`src/hdl/mixed_length_fetch_decode_pkg.sv`:
```
// constants, maps and state codes for the mixed-length fetch and decode front end
// Function
// RULE1 - length comes from major opcode only
// RULE2 - major opcode picks minor field, immediate alignment
// RULE3 - big-endian: upper halfword first, lower second
// RULE4 - little-endian: lower halfword first, upper second
// RULE5 - long built from two halfwords, no swap
// RULE6 - opcode halfword sits in upper half
// RULE7 - halfwords consumed in ascending address order
// RULE8 - five-bit specifiers decode linearly to register
// RULE9 - short formats use three or five-bit specifiers
// RULE10 - major opcode is top six bits
// RULE11 - long specifiers five bits at fixed places
// RULE12 - split long instruction waits for second halfword
package mixed_length_fetch_decode_pkg;

	// ========================================================
	// widths and field positions
	localparam int          WORD_W      = 32;
	localparam int          HALF_W      = 16;
	localparam int          MAJOR_W     = 6;
	localparam int          MAJOR_LSB   = 26;
	localparam int          REG5_W      = 5;
	localparam int          REG3_W      = 3;
	localparam int          MINOR_W     = 10;
	// long formats: rt/rs/rd/rr lower edges
	localparam int          L_REG_A_LSB = 21;
	localparam int          L_REG_B_LSB = 16;
	localparam int          L_REG_C_LSB = 11;
	localparam int          L_REG_D_LSB = 6;
	// short formats, as held in the upper half of the assembled word
	localparam int          WIDE_REG_A_LSB   = 21;
	localparam int          WIDE_REG_B_LSB   = 16;
	localparam int          NARROW_REG_A_LSB = 23;
	localparam int          NARROW_REG_B_LSB = 20;
	localparam int          NARROW_REG_C_LSB = 17;
	// minor opcode field positions and widths
	localparam int          MINOR_HI_LSB  = 16;
	localparam int          MINOR_HI_W    = 10;
	localparam int          MINOR_MID_LSB = 12;
	localparam int          MINOR_MID_W   = 4;
	localparam int          MINOR_LO_LSB  = 0;
	localparam int          MINOR_LO_W    = 6;

	// ========================================================
	// per-major-opcode maps, bit n answers for opcode n
	localparam logic [63:0] SHORT_MAP     = 64'hFFFF_0000_0000_0000;
	localparam logic [63:0] WIDE_REG_MAP  = 64'h0F0F_0000_0000_0000;
	localparam logic [63:0] IMM_RIGHT_MAP = 64'h0000_FFFF_FF00_00FF;
	localparam logic [63:0] MINOR_SEL1    = 64'h0000_00FF_0000_FF00;
	localparam logic [63:0] MINOR_SEL0    = 64'h0000_F0F0_00FF_00F0;

	// minor opcode placement codes
	localparam logic [1:0]  MINOR_NONE = 2'h0;
	localparam logic [1:0]  MINOR_HI   = 2'h1;
	localparam logic [1:0]  MINOR_MID  = 2'h2;
	localparam logic [1:0]  MINOR_LO   = 2'h3;

	// ========================================================
	// fetch sequencer states
	typedef enum logic [2:0] {
		ST_IDLE  = 3'h1,
		ST_WORD  = 3'h2,
		ST_SPLIT = 3'h4
	} fetch_state_e;

endpackage : mixed_length_fetch_decode_pkg

```
`src/hdl/mixed_length_fetch_decode.sv`:
```
// fetch word splitter, long instruction assembler and format decoder
module mixed_length_fetch_decode
	import mixed_length_fetch_decode_pkg::*;
(
	// clock, reset, enable
	input  wire logic                 clk_sys,
	input  wire logic                 rst_b,
	input  wire logic                 clk_en,
	// configuration pin, asynchronous
	input  wire logic                 big_endian,
	// fetch words from instruction memory
	input  wire logic                 fetch_valid,
	input  wire logic [WORD_W-1:0]    fetch_word,
	output logic                      fetch_ready,
	// decoded instruction stream
	output logic                      insn_valid,
	input  wire logic                 insn_ready,
	output logic [WORD_W-1:0]         insn,
	output logic                      insn_long,
	output logic [MAJOR_W-1:0]        insn_major,
	output logic [MINOR_W-1:0]        insn_minor,
	output logic [1:0]                insn_minor_sel,
	output logic                      insn_imm_right,
	output logic                      narrow_reg_format_prefix,
	output logic                      wide_reg_format_prefix,
	output logic [REG5_W-1:0]         reg_a,
	output logic [REG5_W-1:0]         reg_b,
	output logic [REG5_W-1:0]         reg_c,
	output logic [REG5_W-1:0]         reg_d
);

	// ========================================================
	// helpers

	// halfword idx 0 is the earlier one in address order
	function automatic logic [HALF_W-1:0] pick_half(input logic [WORD_W-1:0] w, input logic idx,
		input logic be);
		if (be ^ idx) begin
			pick_half = w[WORD_W-1:HALF_W]; // [RULE3] [RULE4]
		end else begin
			pick_half = w[HALF_W-1:0]; // [RULE3] [RULE4]
		end
	endfunction : pick_half

	// length from the opcode bits of the first halfword alone
	function automatic logic is_short(input logic [HALF_W-1:0] hw);
		is_short = SHORT_MAP[hw[HALF_W-1 -: MAJOR_W]]; // [RULE1] [RULE10]
	endfunction : is_short

	// ========================================================
	// configuration synchroniser
	logic be_meta_q;
	logic be_q;

	// pin is not on this clock, so two flops before use
	always_ff @(posedge clk_sys or negedge rst_b) begin
		if (!rst_b) begin
			be_meta_q <= 1'b0;
			be_q      <= 1'b0;
		end else if (clk_en) begin
			be_meta_q <= big_endian;
			be_q      <= be_meta_q;
		end
	end

	// ========================================================
	// sequencer
	fetch_state_e      state_q;
	logic [WORD_W-1:0] word_q;
	logic              ptr_q;
	logic [HALF_W-1:0] pend_q;
	logic              out_free;
	logic              take_fetch;
	logic              issue;
	logic [WORD_W-1:0] issue_insn;
	logic              issue_long;
	logic [HALF_W-1:0] cur_hw;
	logic [HALF_W-1:0] nxt_hw;
	logic [HALF_W-1:0] new_first;

	assign out_free  = !insn_valid || insn_ready;
	assign cur_hw    = pick_half(word_q, ptr_q, be_q);
	assign nxt_hw    = pick_half(word_q, 1'b1, be_q);
	assign new_first = pick_half(fetch_word, 1'b0, be_q);

	// a new word is accepted only when the held one is used up
	always_comb begin
		fetch_ready = 1'b0;
		if (clk_en) begin
			unique case (state_q)
				ST_IDLE:  fetch_ready = 1'b1;
				ST_SPLIT: fetch_ready = out_free; // [RULE12]
				ST_WORD:  fetch_ready = 1'b0;
			endcase
		end
	end
	assign take_fetch = fetch_valid && fetch_ready;

	// pick what goes out this cycle; long words keep opcode half on top
	always_comb begin
		issue      = 1'b0;
		issue_insn = '0;
		issue_long = 1'b0;
		unique case (state_q)
			ST_IDLE: begin
				issue = 1'b0;
			end
			ST_WORD: begin
				if (out_free && clk_en) begin
					if (is_short(cur_hw)) begin
						issue      = 1'b1;
						issue_insn = {cur_hw, {HALF_W{1'b0}}}; // [RULE10]
					end else if (!ptr_q) begin
						issue      = 1'b1;
						issue_long = 1'b1;
						issue_insn = {cur_hw, nxt_hw}; // [RULE5] [RULE6]
					end
				end
			end
			ST_SPLIT: begin
				if (take_fetch) begin
					issue      = 1'b1;
					issue_long = 1'b1;
					issue_insn = {pend_q, new_first}; // [RULE5] [RULE6] [RULE12]
				end
			end
		endcase
	end

	// state, held word and halfword pointer
	always_ff @(posedge clk_sys or negedge rst_b) begin
		if (!rst_b) begin
			state_q <= ST_IDLE;
			word_q  <= '0;
			ptr_q   <= 1'b0;
			pend_q  <= '0;
		end else if (clk_en) begin
			unique case (state_q)
				ST_IDLE: begin
					if (take_fetch) begin
						state_q <= ST_WORD;
						word_q  <= fetch_word;
						ptr_q   <= 1'b0; // [RULE7]
					end
				end
				ST_WORD: begin
					if (out_free) begin
						if (is_short(cur_hw)) begin
							ptr_q <= 1'b1; // [RULE7]
							if (ptr_q) begin
								state_q <= ST_IDLE;
							end
						end else if (!ptr_q) begin
							state_q <= ST_IDLE;
						end else begin
							// second half lives in the next word: park it, issue nothing
							pend_q  <= cur_hw; // [RULE12]
							state_q <= ST_SPLIT;
						end
					end
				end
				ST_SPLIT: begin
					if (take_fetch) begin
						// first half of the new word is used; resume at its second
						word_q  <= fetch_word;
						ptr_q   <= 1'b1; // [RULE7]
						state_q <= ST_WORD;
					end
				end
			endcase
		end
	end

	// ========================================================
	// format decode of the assembled word
	logic [MAJOR_W-1:0] op;
	logic               op_wide;
	logic [1:0]         op_minor;
	logic [MINOR_W-1:0] minor_val;
	logic [REG5_W-1:0]  ra_d;
	logic [REG5_W-1:0]  rb_d;
	logic [REG5_W-1:0]  rc_d;
	logic [REG5_W-1:0]  rd_d;

	assign op       = issue_insn[MAJOR_LSB +: MAJOR_W]; // [RULE10]
	assign op_wide  = WIDE_REG_MAP[op];
	assign op_minor = issue_long ? {MINOR_SEL1[op], MINOR_SEL0[op]} : MINOR_NONE; // [RULE2]

	// minor opcode lifted from where the major opcode places it
	always_comb begin
		minor_val = '0;
		unique case (op_minor)
			MINOR_NONE: minor_val = '0;
			MINOR_HI:   minor_val = issue_insn[MINOR_HI_LSB +: MINOR_HI_W]; // [RULE2]
			MINOR_MID:  minor_val = {6'h00, issue_insn[MINOR_MID_LSB +: MINOR_MID_W]}; // [RULE2]
			MINOR_LO:   minor_val = {4'h0, issue_insn[MINOR_LO_LSB +: MINOR_LO_W]}; // [RULE2]
		endcase
	end

	// register specifiers: value is the register number, no remap here
	always_comb begin
		ra_d = '0;
		rb_d = '0;
		rc_d = '0;
		rd_d = '0;
		if (issue_long) begin
			ra_d = issue_insn[L_REG_A_LSB +: REG5_W]; // [RULE8] [RULE11]
			rb_d = issue_insn[L_REG_B_LSB +: REG5_W]; // [RULE8] [RULE11]
			rc_d = issue_insn[L_REG_C_LSB +: REG5_W]; // [RULE8] [RULE11]
			rd_d = issue_insn[L_REG_D_LSB +: REG5_W]; // [RULE8] [RULE11]
		end else if (op_wide) begin
			ra_d = issue_insn[WIDE_REG_A_LSB +: REG5_W]; // [RULE8] [RULE9]
			rb_d = issue_insn[WIDE_REG_B_LSB +: REG5_W]; // [RULE8] [RULE9]
		end else begin
			// compressed codes pass raw; the register mapping lives downstream
			ra_d = {2'h0, issue_insn[NARROW_REG_A_LSB +: REG3_W]}; // [RULE9]
			rb_d = {2'h0, issue_insn[NARROW_REG_B_LSB +: REG3_W]}; // [RULE9]
			rc_d = {2'h0, issue_insn[NARROW_REG_C_LSB +: REG3_W]}; // [RULE9]
		end
	end

	// ========================================================
	// output stage, all data from flops
	always_ff @(posedge clk_sys or negedge rst_b) begin
		if (!rst_b) begin
			insn_valid <= 1'b0;
		end else if (clk_en) begin
			if (issue) begin
				insn_valid <= 1'b1;
			end else if (insn_ready) begin
				insn_valid <= 1'b0;
			end
		end
	end

	// fields change only on issue so they stand until accepted
	always_ff @(posedge clk_sys or negedge rst_b) begin
		if (!rst_b) begin
			insn                     <= '0;
			insn_long                <= 1'b0;
			insn_major               <= '0;
			insn_minor               <= '0;
			insn_minor_sel           <= MINOR_NONE;
			insn_imm_right           <= 1'b0;
			narrow_reg_format_prefix <= 1'b0;
			wide_reg_format_prefix   <= 1'b0;
			reg_a                    <= '0;
			reg_b                    <= '0;
			reg_c                    <= '0;
			reg_d                    <= '0;
		end else if (clk_en && issue) begin
			insn                     <= issue_insn;
			insn_long                <= issue_long; // [RULE1]
			insn_major               <= op;
			insn_minor               <= minor_val;
			insn_minor_sel           <= op_minor;
			insn_imm_right           <= issue_long && IMM_RIGHT_MAP[op]; // [RULE2]
			narrow_reg_format_prefix <= !issue_long && !op_wide; // [RULE9]
			wide_reg_format_prefix   <= !issue_long && op_wide; // [RULE9]
			reg_a                    <= ra_d;
			reg_b                    <= rb_d;
			reg_c                    <= rc_d;
			reg_d                    <= rd_d;
		end
	end

endmodule : mixed_length_fetch_decode

```
`config.mk`:
```
export PLATFORM = sky130hd
export DESIGN_NAME = mixed_length_fetch_decode
export DESIGN_NICKNAME = d
export VERILOG_FILES = /design/src/hdl/mixed_length_fetch_decode_pkg.sv /design/src/hdl/mixed_length_fetch_decode.sv
export SDC_FILE = /design/constraint.sdc
export NUM_CORES = 1
export LEC_CHECK = 0
export BUFFER_PORTS_ARGS = -buffer_cell sky130_fd_sc_hd__buf_2
export CORE_UTILIZATION = 43
export DETAILED_ROUTE_END_ITERATION = 6
export RECOVER_POWER = 50
export SKIP_LAST_GASP = 1
export SLEW_MARGIN = 15
export SYNTH_ARGS = -nofsm -noshare
export SYNTH_HDL_FRONTEND = slang
export SYNTH_SLANG_ARGS = --single-unit
export TNS_END_PERCENT = 20
```
`constraint.sdc`:
```
create_clock -name clk_sys -period 6.3 [get_ports clk_sys]
set_clock_uncertainty 0.2 [all_clocks]
set_input_delay 1.26 -clock clk_sys [delete_from_list [all_inputs] [get_ports clk_sys]]
set_output_delay 1.26 -clock clk_sys [all_outputs]
set_load 0.005 [all_outputs]
```
==> flow_summary.yaml, run 1 <==
outcome:
  status: "finished, violations left"
  violations: "capacitance limit, slew limit"
grt:
  grt_max_degree: 77
  grt_pass1_wl_mm: 22.2
  antenna_found_initial: 0
  grt_remaining_overflow: 0
  grt_pass1_vias: 4163
  grtUsageTotal: 0.209
clocking:
  htreeDepth: 4
  cts_buffer_depth: 2
  clock-root-buffer: "clkbuf_16"
  worstSkewPairLatency_ns: 0.41
  clock_sinks: 123
  post_cts_resized: 0
  cts_buffers: 17
  cts_hold_buf: 0
  cts_tree: "yes"
  clk_pin_slew_ns: 0.05
  post_cts_buffers: 0
synthesis:
  ys.flop_type: "dfrtp_1"
  yosys_register_bits: 123
  ys_top_cells_by_area: "dfrtp_1, mux2i_1, mux2_2, a21o_1, nand2_1"
  synth_nets: 525
  avgSynthCellArea_um2: 11.8
  synthArstFlopShare: 1.00
  yosysTopAreaCell: "dfrtp_1"
  synth_most_common_cell: "dfrtp_1"
  synth_edf_count: 0
  netlist_area_um2: 5730
  ys_types: 46
  yosysSeqAreaShare: 0.538
  yosys_warnings: 0
  synthTopCellsByCount: "dfrtp_1, nand2_1, mux2i_1"
  synth_top_area_frac: 0.533
  syn_inst: 485
worst_setup_path:
  slowest_stage: "dfrtp_2"
  worstSetupPathType: "reg -> reg"
  cp_slowest_stage_delay_ns: 1.05
  r2r-end: "insn_minor[9]$_DFFE_PN0P_"
  cp_max_fo: 34
  startpoint_type: "flop"
  critPathCaptureType: "flop"
  cp.required_ns: 6.45
  r2r_setup_slack_ns: 2.11
  crit_top_cell: "mux2_2"
  reg2reg_from: "be_q$_DFFE_PN0P_"
  crit_chain: "xor2_4 > mux2_2 > a32oi_1 > inv_1 > ha_1 > mux2_2 > nor4_2 > a22o_1"
  reg2reg_depth: 8
  crit_arrival_ns: 4.33
detailed_routing:
  drtIter0Drc: 244
  drt-total-wl_mm: 13.7
  dr.pass1.iters: 4
  drc: 0
  vias_per_cell: 5.50
  postRouteAntennaNets: 0
  num_vias: 4220
  detail_route.wl_per_cell_um: 17.9
timing:
  layout_min_cycle_time_ns: 4.19
  worst_slew_pin_slew_ns: 2.46
  slew_headroom: -0.642
  whs_ns: 0.269
  hold_viol: 0
  max_freq_ghz: 0.239
  rsz0062_at_grt: "no"
  period_share: 0.664
  finalSetupTns_ns: 0
  setup_viol: 0
  timing.final.max_slew_violations: 49
hold_path:
  hold_class: "reg -> reg"
  hold_depth: 2
  hold_end: "insn_long$_DFFE_PN0P_"
  min_from: "insn_long$_DFFE_PN0P_"
pwr:
  powerDensity_nw_per_um2: 476
  p_leak_nw: 3.47
  peakVddDrop_v: 0.000216
placed_design:
  port_buffers: 113
  dpl.hpwl_mm: 9.50
  placed_cell_area_um2: 6360
  place_congestion: 0.809
floorplanning:
  row_count: 41
  core_um2: 12800
  dieWidth_um: 117
  die_h_um: 117
  initial_utilization: 0.447
  io_pins: 114
  die_area_um2: 13800
finish:
  syn_to_final_growth_pct: 20.3
  postLayoutCellArea_um2: 6890
  antenna_cells: 0
  multi_input_area_um2: 2470
  fillers: 1166
  final_net_count: 622
  drive_gt1_frac: 0.282
  regArea_um2: 3080
flow_run:
  drv_cap: 1
## power breakdown
part	switching, mW	total, mW	internal, mW
sequential	0.241	1.36	1.12
clock	0.332	0.931	0.599
combinational	0.469	0.989	0.520
total	1.04	3.28	2.24
## final cells by class
type                    count  area share
clock buffers              24      0.0685
clock inverters             8      0.0134
multi-input cells         320       0.358
flip-flops and latches    123       0.447
inverters                   5     0.00272
repair buffers            115      0.0787
well taps                 172      0.0312
## flip-flops by register name (all words and copies together) (netlist names), 2 cells and up
register	count
insn	32
insn_minor	10
insn_minor_sel	2
pend_q	16
reg_a	5
reg_b	5
reg_c	5
reg_d	5
state_q	3
word_q	32
## metal layers
metal / global-route usage / vias to the layer above / share of wire
li1: - / 1965 / -
met5: 0 / - / 0
met1: 0.291 / 2096 / 0.48
met3: 0.0618 / 17 / 0.065
met2: 0.311 / 142 / 0.44
met4: 0.0649 / 0 / 0.013
## critical path, delay by kind of cell (launching register included)
family          cells  cell delay [ns]
mux                 2             0.82
xor+xnor            1             0.72
buf+inv             1             0.09
flops               1             1.05
fa+ha+maj           1             0.23
simple gates        1             0.43
compound gates      2             0.57
## layout by cell type, fill, tap and decap left out, types with 7 or more instances in the layout
master,n
a21o_1,34
a221o_1,11
a22o_1,10
and2_1,7
buf_2,82
clkbuf_1,36
clkbuf_16,17
dfrtp_1,121
mux2_2,42
mux2i_1,48
nand2_1,52
nor2_1,17
o21ai_0,27
o22ai_1,16
## through the flow
stage | cells | setup slack (ns) | util | power (mW)
floorplan | 485 | 2.89 | - | 2.00
global placement | 735 | 2.11 | 0.496 | 2.34
detailed placement | 735 | 2.01 | 0.496 | 2.38
CTS | 767 | 2.13 | 0.540 | 3.33
global route | 767 | 1.58 | 0.537 | 3.48
finish | 767 | 2.11 | 0.537 | 3.28
## worst max-delay path by stage
stage	from	to	slack (ns)
6_report	be_q$_DFFE_PN0P_	insn_minor[9]$_DFFE_PN0P_	2.11
2_1_floorplan	insn_ready	insn_minor[0]$_DFFE_PN0P_	2.89
4_1_cts	be_q$_DFFE_PN0P_	insn_minor[9]$_DFFE_PN0P_	2.13
3_5_place_dp	fetch_valid	insn_minor[7]$_DFFE_PN0P_	2.01
5_1_grt	rst_b	pend_q[7]$_DFFE_PN0P_	1.58
3_3_place_gp	fetch_valid	insn_minor[8]$_DFFE_PN0P_	2.11
## cell families (layout without fill, tap and decap cells)
group,count (synthesis),after routing,share of synthesized area
AOI/OAI and AO/OA,127,127,0.165
DFF,123,123,0.538
and+or+nand+nor,96,96,0.0756
muxes,94,94,0.176
buffers and inverters,42,152,0.0365
adders and majority gates,2,2,0.00437
xor gates and xnor gates,1,1,0.00481
Note: power is estimated with default switching activity, not from simulation.
==> inputs of run 2 (changes only) <==
--- a/config.mk
+++ b/config.mk
@@ -5,9 +5,11 @@
 export SDC_FILE = /design/constraint.sdc
 export NUM_CORES = 1
 export LEC_CHECK = 0
+export ABC_AREA = 1
 export BUFFER_PORTS_ARGS = -buffer_cell sky130_fd_sc_hd__buf_2
 export CORE_UTILIZATION = 43
 export DETAILED_ROUTE_END_ITERATION = 6
+export PLACE_DENSITY = 0.67
 export RECOVER_POWER = 50
 export SKIP_LAST_GASP = 1
 export SLEW_MARGIN = 15
==> constraint.sdc (replaced) <==
create_clock -name clk_sys -period 3.65 [get_ports clk_sys]
set_clock_uncertainty 0.2 [all_clocks]
set_input_delay 0.73 -clock clk_sys [delete_from_list [all_inputs] [get_ports clk_sys]]
set_output_delay 0.73 -clock clk_sys [all_outputs]
set_load 0.005 [all_outputs]
==> run 2 against run 1 <==
Against the previous run: critical path depth rose by 5; largest power group unchanged; register-to-register slack worse by 1.4 ns; critical endpoint is now reg_b[1]$_DFFE_PN0P_; highest routed layer unchanged; maximum frequency is 43% higher; cell count increased by 32%; design area grew 3.7%; clock-buffer cell count is 7 lower; the run now ends clean; worst setup slack got worse by 1.4 ns.
==> flow_summary.yaml, run 2 <==
outcome:
  status: "completed"
hold_path:
  hold_class: "reg -> reg"
  hold_depth: 2
placed_design:
  port_buffers: 113
  dpl.hpwl_mm: 10.9
  place_congestion: 0.844
  place_inst: 980
grt:
  grt_pass1_wl_mm: 25.1
  grt_max_degree: 57
  grtUsageTotal: 0.226
  grt_remaining_overflow: 0
  antenna_found_initial: 0
  grt_pass1_vias: 4865
synthesis:
  synth_edf_count: 0
  netlist_area_um2: 5920
  synthArstFlopShare: 1.00
  yosysSeqAreaShare: 0.520
  ys.flop_type: "dfrtp_1"
  synth_top_area_frac: 0.516
  yosys_warnings: 0
  avgSynthCellArea_um2: 8.31
  yosys_register_bits: 123
  synthTopCellsByCount: "nand2_1, dfrtp_1, inv_1"
  ys_top_cells_by_area: "dfrtp_1, nand2_1, o21ai_0, inv_1, nand3_1"
  syn_inst: 713
  ys_types: 37
  synth_most_common_cell: "nand2_1"
  synth_nets: 753
  yosysTopAreaCell: "dfrtp_1"
clocking:
  cts_buffers: 17
  cts_hold_buf: 0
  htreeDepth: 4
  clock_sinks: 123
  clock-root-buffer: "clkbuf_16"
  post_cts_resized: 0
  worstSkewPairLatency_ns: 0.41
  post_cts_buffers: 0
  cts_buffer_depth: 2
  clk_pin_slew_ns: 0.06
  cts_tree: "yes"
pwr:
  seq_power_share: 0.382
  power.internal_mw: 3.71
  peakVddDrop_v: 0.000336
  combPwrFrac: 0.342
  switching_power_mw: 2.24
  swShare: 0.376
  clockPowerShare: 0.275
  p_leak_nw: 3.78
  powerDensity_nw_per_um2: 832
timing:
  worst_slew_pin_slew_ns: 1.40
  timing.final.max_slew_violations: 0
  setup_viol: 0
  hold_viol: 0
  period_share: 0.803
  layout_min_cycle_time_ns: 2.93
  finalSetupTns_ns: 0
  max_freq_ghz: 0.341
  slew_headroom: 0.0645
  rsz0062_at_grt: "no"
finish:
  antenna_cells: 0
  final_cells: 1012
  drive_gt1_frac: 0.220
  final_cell_mix: "nand2_1, dfrtp_1, buf_2, inv_1, o21ai_0"
  syn_to_final_growth_pct: 20.7
  reg_top3: "insn x32, word_q x32, pend_q x16"
  layout_commonest_cell: "nand2_1"
  final_net_count: 863
detailed_routing:
  dr.pass1.iters: 5
  drc: 0
  drt-total-wl_mm: 15.1
  postRouteAntennaNets: 0
  detail_route.wl_per_cell_um: 14.9
  drtIter0Drc: 362
  vias_per_cell: 5.00
  num_vias: 5060
worst_setup_path:
  critPathCaptureType: "flop"
  crit_chain: "clkinvlp_2 > nand2_2 > nand2_2 > inv_2 > nand2_1 > nand2_1 > nand2_2 > nand2_1 > nand2_1 > inv_1 > nand2_2 > a22oi_1 > o21ai_0"
  worstSetupPathType: "reg -> reg"
  slowest_stage: "dfrtp_1"
  startpoint_type: "flop"
  cp_slowest_stage_delay_ns: 0.45
  crit_arrival_ns: 3.01
  reg2reg_depth: 13
  cp.required_ns: 3.73
  cp_max_fo: 17
floorplanning:
  core_um2: 13300
  die_h_um: 119
  io_pins: 114
  row_count: 42
  initial_utilization: 0.444
  dieWidth_um: 119
  die_area_um2: 14200
flow_run:
  drv_cap: 0
-- run 2: changes by cell type after synthesis, moves of 11 or more --
cell     previous run  this run
nand2_1            52       254
inv_1               5        73
mux2_2             42         0
o21ai_0            27        67
mux2i_1            48        14
nand3_1             4        32
a21o_1             34         7
o21ai_2             0        14
a221o_1            11         0
-- run 2: power by group through the flow --
stage | Clock [mW] | Combinational (mW) | Sequential, mW
after floorplan | 0 | 1.37 | 2.25
after global placement | 0 | 2.02 | 2.28
after detailed placement | 0 | 2.06 | 2.28
after CTS | 1.65 | 2.07 | 2.27
after global routing | 1.71 | 2.32 | 2.34
final | 1.64 | 2.04 | 2.27
-- run 2: per-layer routing --
| layer | up-vias | track usage | share of wire |
|---|---|---|---|
| met5 | - | 0 | 0 |
| met3 | 34 | 0.0522 | 0.054 |
| met2 | 161 | 0.324 | 0.42 |
| met1 | 2360 | 0.326 | 0.49 |
| li1 | 2505 | - | - |
| met4 | 0 | 0.0992 | 0.031 |
-- run 2: final cells by class --
| class | count | area, um^2 |
|---|---|---|
| fillers | 1283 | 6200 |
| flip-flops and latches | 123 | 3080 |
| multi-input cells | 475 | 2340 |
| repair buffers | 125 | 628 |
| clock buffers | 17 | 425 |
| inverters | 81 | 305 |
| well taps | 176 | 220 |
| clock inverters | 15 | 149 |
-- run 2: kinds of logic after synthesis --
group / share of synthesized area
AND/OR/NAND/NOR: 0.231
AO/OA/AOI/OAI: 0.136
flip-flops: 0.520
buffers and inverters: 0.0851
multiplexers: 0.0237
adder cells (fa/ha/maj): 0.00422
-- run 2: critical path: cells and delay by family, from the launching register on --
| kind | cells | cell delay, ns |
|---|---|---|
| buffers and inverters | 3 | 0.52 |
| AOI/OAI and AO/OA | 2 | 0.33 |
| and+or+nand+nor | 8 | 1.29 |
| DFF | 1 | 0.45 |
-- run 2: final timing paths --
check / slack (ns) / start / to
max: 0.72 / be_q$_DFFE_PN0P_ / reg_b[1]$_DFFE_PN0P_
min: 0.27 / insn[25]$_DFFE_PN0P_ / insn[25]$_DFFE_PN0P_
max reg2reg: 0.72 / be_q$_DFFE_PN0P_ / reg_b[1]$_DFFE_PN0P_
min reg2reg: 0.27 / insn[25]$_DFFE_PN0P_ / insn[25]$_DFFE_PN0P_
max in group asynchronous: 0.98 / rst_b / word_q[8]$_DFFE_PN0P_
min in group asynchronous: 0.44 / rst_b / insn[3]$_DFFE_PN0P_
-- run 2: per-stage QoR --
| step | area [um^2] | util | hold WS (ns) | setup slack (ns) | total power [mW] |
|---|---|---|---|---|---|
| floorplan | 5920 | - | 0.234 | 1.10 | 3.62 |
| global placement | 6620 | 0.496 | 0.256 | 0.673 | 4.30 |
| detailed placement | 6620 | 0.496 | 0.260 | 0.607 | 4.34 |
| CTS | 7190 | 0.539 | 0.202 | 0.835 | 5.99 |
| global route | 7150 | 0.535 | 0.291 | 0.436 | 6.37 |
| finish | 7150 | 0.535 | 0.273 | 0.720 | 5.94 |
==> inputs of run 3 (changes only) <==
--- a/config.mk
+++ b/config.mk
@@ -9,7 +9,6 @@
 export BUFFER_PORTS_ARGS = -buffer_cell sky130_fd_sc_hd__buf_2
 export CORE_UTILIZATION = 43
 export DETAILED_ROUTE_END_ITERATION = 6
-export PLACE_DENSITY = 0.67
 export RECOVER_POWER = 50
 export SKIP_LAST_GASP = 1
 export SLEW_MARGIN = 15
==> constraint.sdc (replaced) <==
create_clock -name clk_sys -period 3 [get_ports clk_sys]
set_clock_uncertainty 0.2 [all_clocks]
set_input_delay 0.6 -clock clk_sys [delete_from_list [all_inputs] [get_ports clk_sys]]
set_output_delay 0.6 -clock clk_sys [all_outputs]
set_load 0.005 [all_outputs]
==> run 3 against run 2 <==
Against the previous run: register-to-register slack got worse by 0.36 ns; largest power group unchanged; power rose by 21%; clock-buffer cell count rose by 6; largest cell class unchanged; maximum frequency rose by 11%; sequential power rose by 22%; design area rose by 0.96%; core utilization rose by 0.52 points; hold slack got worse by 0.083 ns; die area did not move; worst setup slack got worse by 0.36 ns.
==> flow_summary.yaml, run 3 (synthesis gave the netlist of run 2 again) <==
floorplanning:
  initial_utilization: 0.444
  dieWidth_um: 119
  core_um2: 13300
  io_pins: 114
  die_area_um2: 14200
  row_count: 42
  die_h_um: 119
pwr:
  p_leak_nw: 3.84
  seq_power_share: 0.385
  peakVddDrop_v: 0.000416
  powerDensity_nw_per_um2: 997
  power.internal_mw: 4.55
  swShare: 0.367
  switching_power_mw: 2.64
  combPwrFrac: 0.348
  clockPowerShare: 0.268
clocking:
  worstSkewPairLatency_ns: 0.42
  clk_pin_slew_ns: 0.05
  clock_sinks: 123
  cts_buffers: 17
  post_cts_buffers: 0
  htreeDepth: 4
  cts_tree: "yes"
  cts_buffer_depth: 2
  clock-root-buffer: "clkbuf_16"
worst_setup_path:
  cp_slowest_stage_delay_ns: 0.44
  critPathBufInv: 3
  slowest_stage: "dfrtp_1"
  critical-path-top-delay-family: "simple AND/OR/NAND/NOR gates"
  crit_top_cell: "nand2_2"
  crit_chain: "inv_2 > nand2_2 > nand2_2 > inv_2 > nand2_1 > nand2_1 > nand2_2 > clkinv_1 > a31oi_4 > nand2_4 > nor2_1 > a21oi_2"
  cp_max_fo: 52
  critPathCaptureType: "flop"
  worstSetupPathType: "reg -> reg"
  crit_arrival_ns: 2.72
  startpoint_type: "flop"
  cp.required_ns: 3.08
grt:
  antenna_found_initial: 0
  grt_max_degree: 53
  grt_remaining_overflow: 0
  grt_pass1_wl_mm: 24.5
  grt_pass1_vias: 4906
  grtUsageTotal: 0.224
placed_design:
  place_ws_ns: 0.155
  dpl.hpwl_mm: 11.1
  place_inst: 981
  place_congestion: 0.854
  port_buffers: 113
finish:
  antenna_cells: 0
  final_net_count: 865
  drive_gt1_frac: 0.230
  finish.utilization: 0.540
  fillers: 1300
  final_cells: 1011
  layout_commonest_cell: "nand2_1"
  syn_to_final_growth_pct: 21.8
  reg_top3: "insn x32, word_q x32, pend_q x16"
  final_cell_mix: "nand2_1, dfrtp_1, buf_2, inv_1, o21ai_0"
detailed_routing:
  drtIter0Drc: 441
  met2WireLength_mm: 6.64
  drc: 0
  dr_wl_met3_um: 797
  top_layer: "met4"
  postRouteAntennaNets: 0
  detail_route.wl_per_cell_um: 14.9
  drt-total-wl_mm: 15.1
  num_vias: 5078
  wl_met1_mm: 7.42
  dr.pass1.iters: 4
  vias_per_cell: 5.02
hold_path:
  hold_class: "in -> reg"
timing:
  worst_slew_pin_slew_ns: 1.01
  period_share: 0.879
  slew_headroom: 0.329
  rsz0062_at_grt: "no"
  hold_viol: 0
  layout_min_cycle_time_ns: 2.64
  whs_ns: 0.190
  timing.final.max_slew_violations: 0
  max_freq_ghz: 0.379
  setup_viol: 0
  setup_ws_ns: 0.364
  finalSetupTns_ns: 0
outcome:
  status: "completed"
flow_run:
  drv_cap: 0
==> run 3: per-layer routing <==
metal / vias up / track usage
li1: 2503 / -
met1: 2381 / 0.323
met2: 174 / 0.327
met3: 20 / 0.0536
met4: 0 / 0.0789
met5: - / 0
==> run 3: final timing paths <==
| kind | startpoint | to | slack [ns] | cells past startpoint |
|---|---|---|---|---|
| worst min register to register | reg_c[3]$_DFFE_PN0P_ | reg_c[3]$_DFFE_PN0P_ | 0.27 | 2 |
| worst max-delay path | ptr_q$_DFFE_PN0P_ | word_q[22]$_DFFE_PN0P_ | 0.36 | 12 |
| worst min-delay path | big_endian | be_meta_q$_DFFE_PN0P_ | 0.19 | 3 |
| worst max register to register | ptr_q$_DFFE_PN0P_ | word_q[22]$_DFFE_PN0P_ | 0.36 | 12 |
| min in group asynchronous | rst_b | insn_minor[4]$_DFFE_PN0P_ | 0.70 | 2 |
| max in group asynchronous | rst_b | state_q[0]$_DFFE_PN1P_ | 1.07 | 3 |
==> run 3: power groups by stage <==
stage               Clock [mW]  Sequential, mW  Combinational [mW]
finish                    1.93            2.77                2.50
global route              2.03            2.85                2.84
CTS                       1.97            2.76                2.53
detailed placement           0            2.78                2.52
global placement             0            2.75                2.47
floorplan                    0            2.73                1.67
==> run 3: per-stage QoR <==
stage / total power, mW / area [um^2]
2_1_floorplan: 4.40 / 5920
5_1_grt: 7.72 / 7210
3_3_place_gp: 5.22 / 6650
3_5_place_dp: 5.30 / 6650
6_report: 7.19 / 7210
4_1_cts: 7.25 / 7220
==> run 3: cell type report <==
type,count,area [um^2],share of cell area
Sequential cell,123,3080,0.427
Multi-Input combinational cell,475,2340,0.324
Timing Repair Buffer,127,703,0.0975
Clock buffer,23,498,0.0690
Inverter,81,309,0.0428
Tap cell,176,220,0.0305
Clock inverter,6,63.8,0.00884
==> run 3: worst register-to-register path: cells and delay by family (launching register included) <==
family,cells,cell delay (ns)
flops,1,0.44
buf+inv,3,0.38
simple gates,7,1.21
compound gates,2,0.28
==> run 3: repair_timing <==
item,CTS,global route
endpoints found under the setup margin,0,11
hold buffers,1,0
gates resized for setup,0,1
hold endpoints to repair,36,0
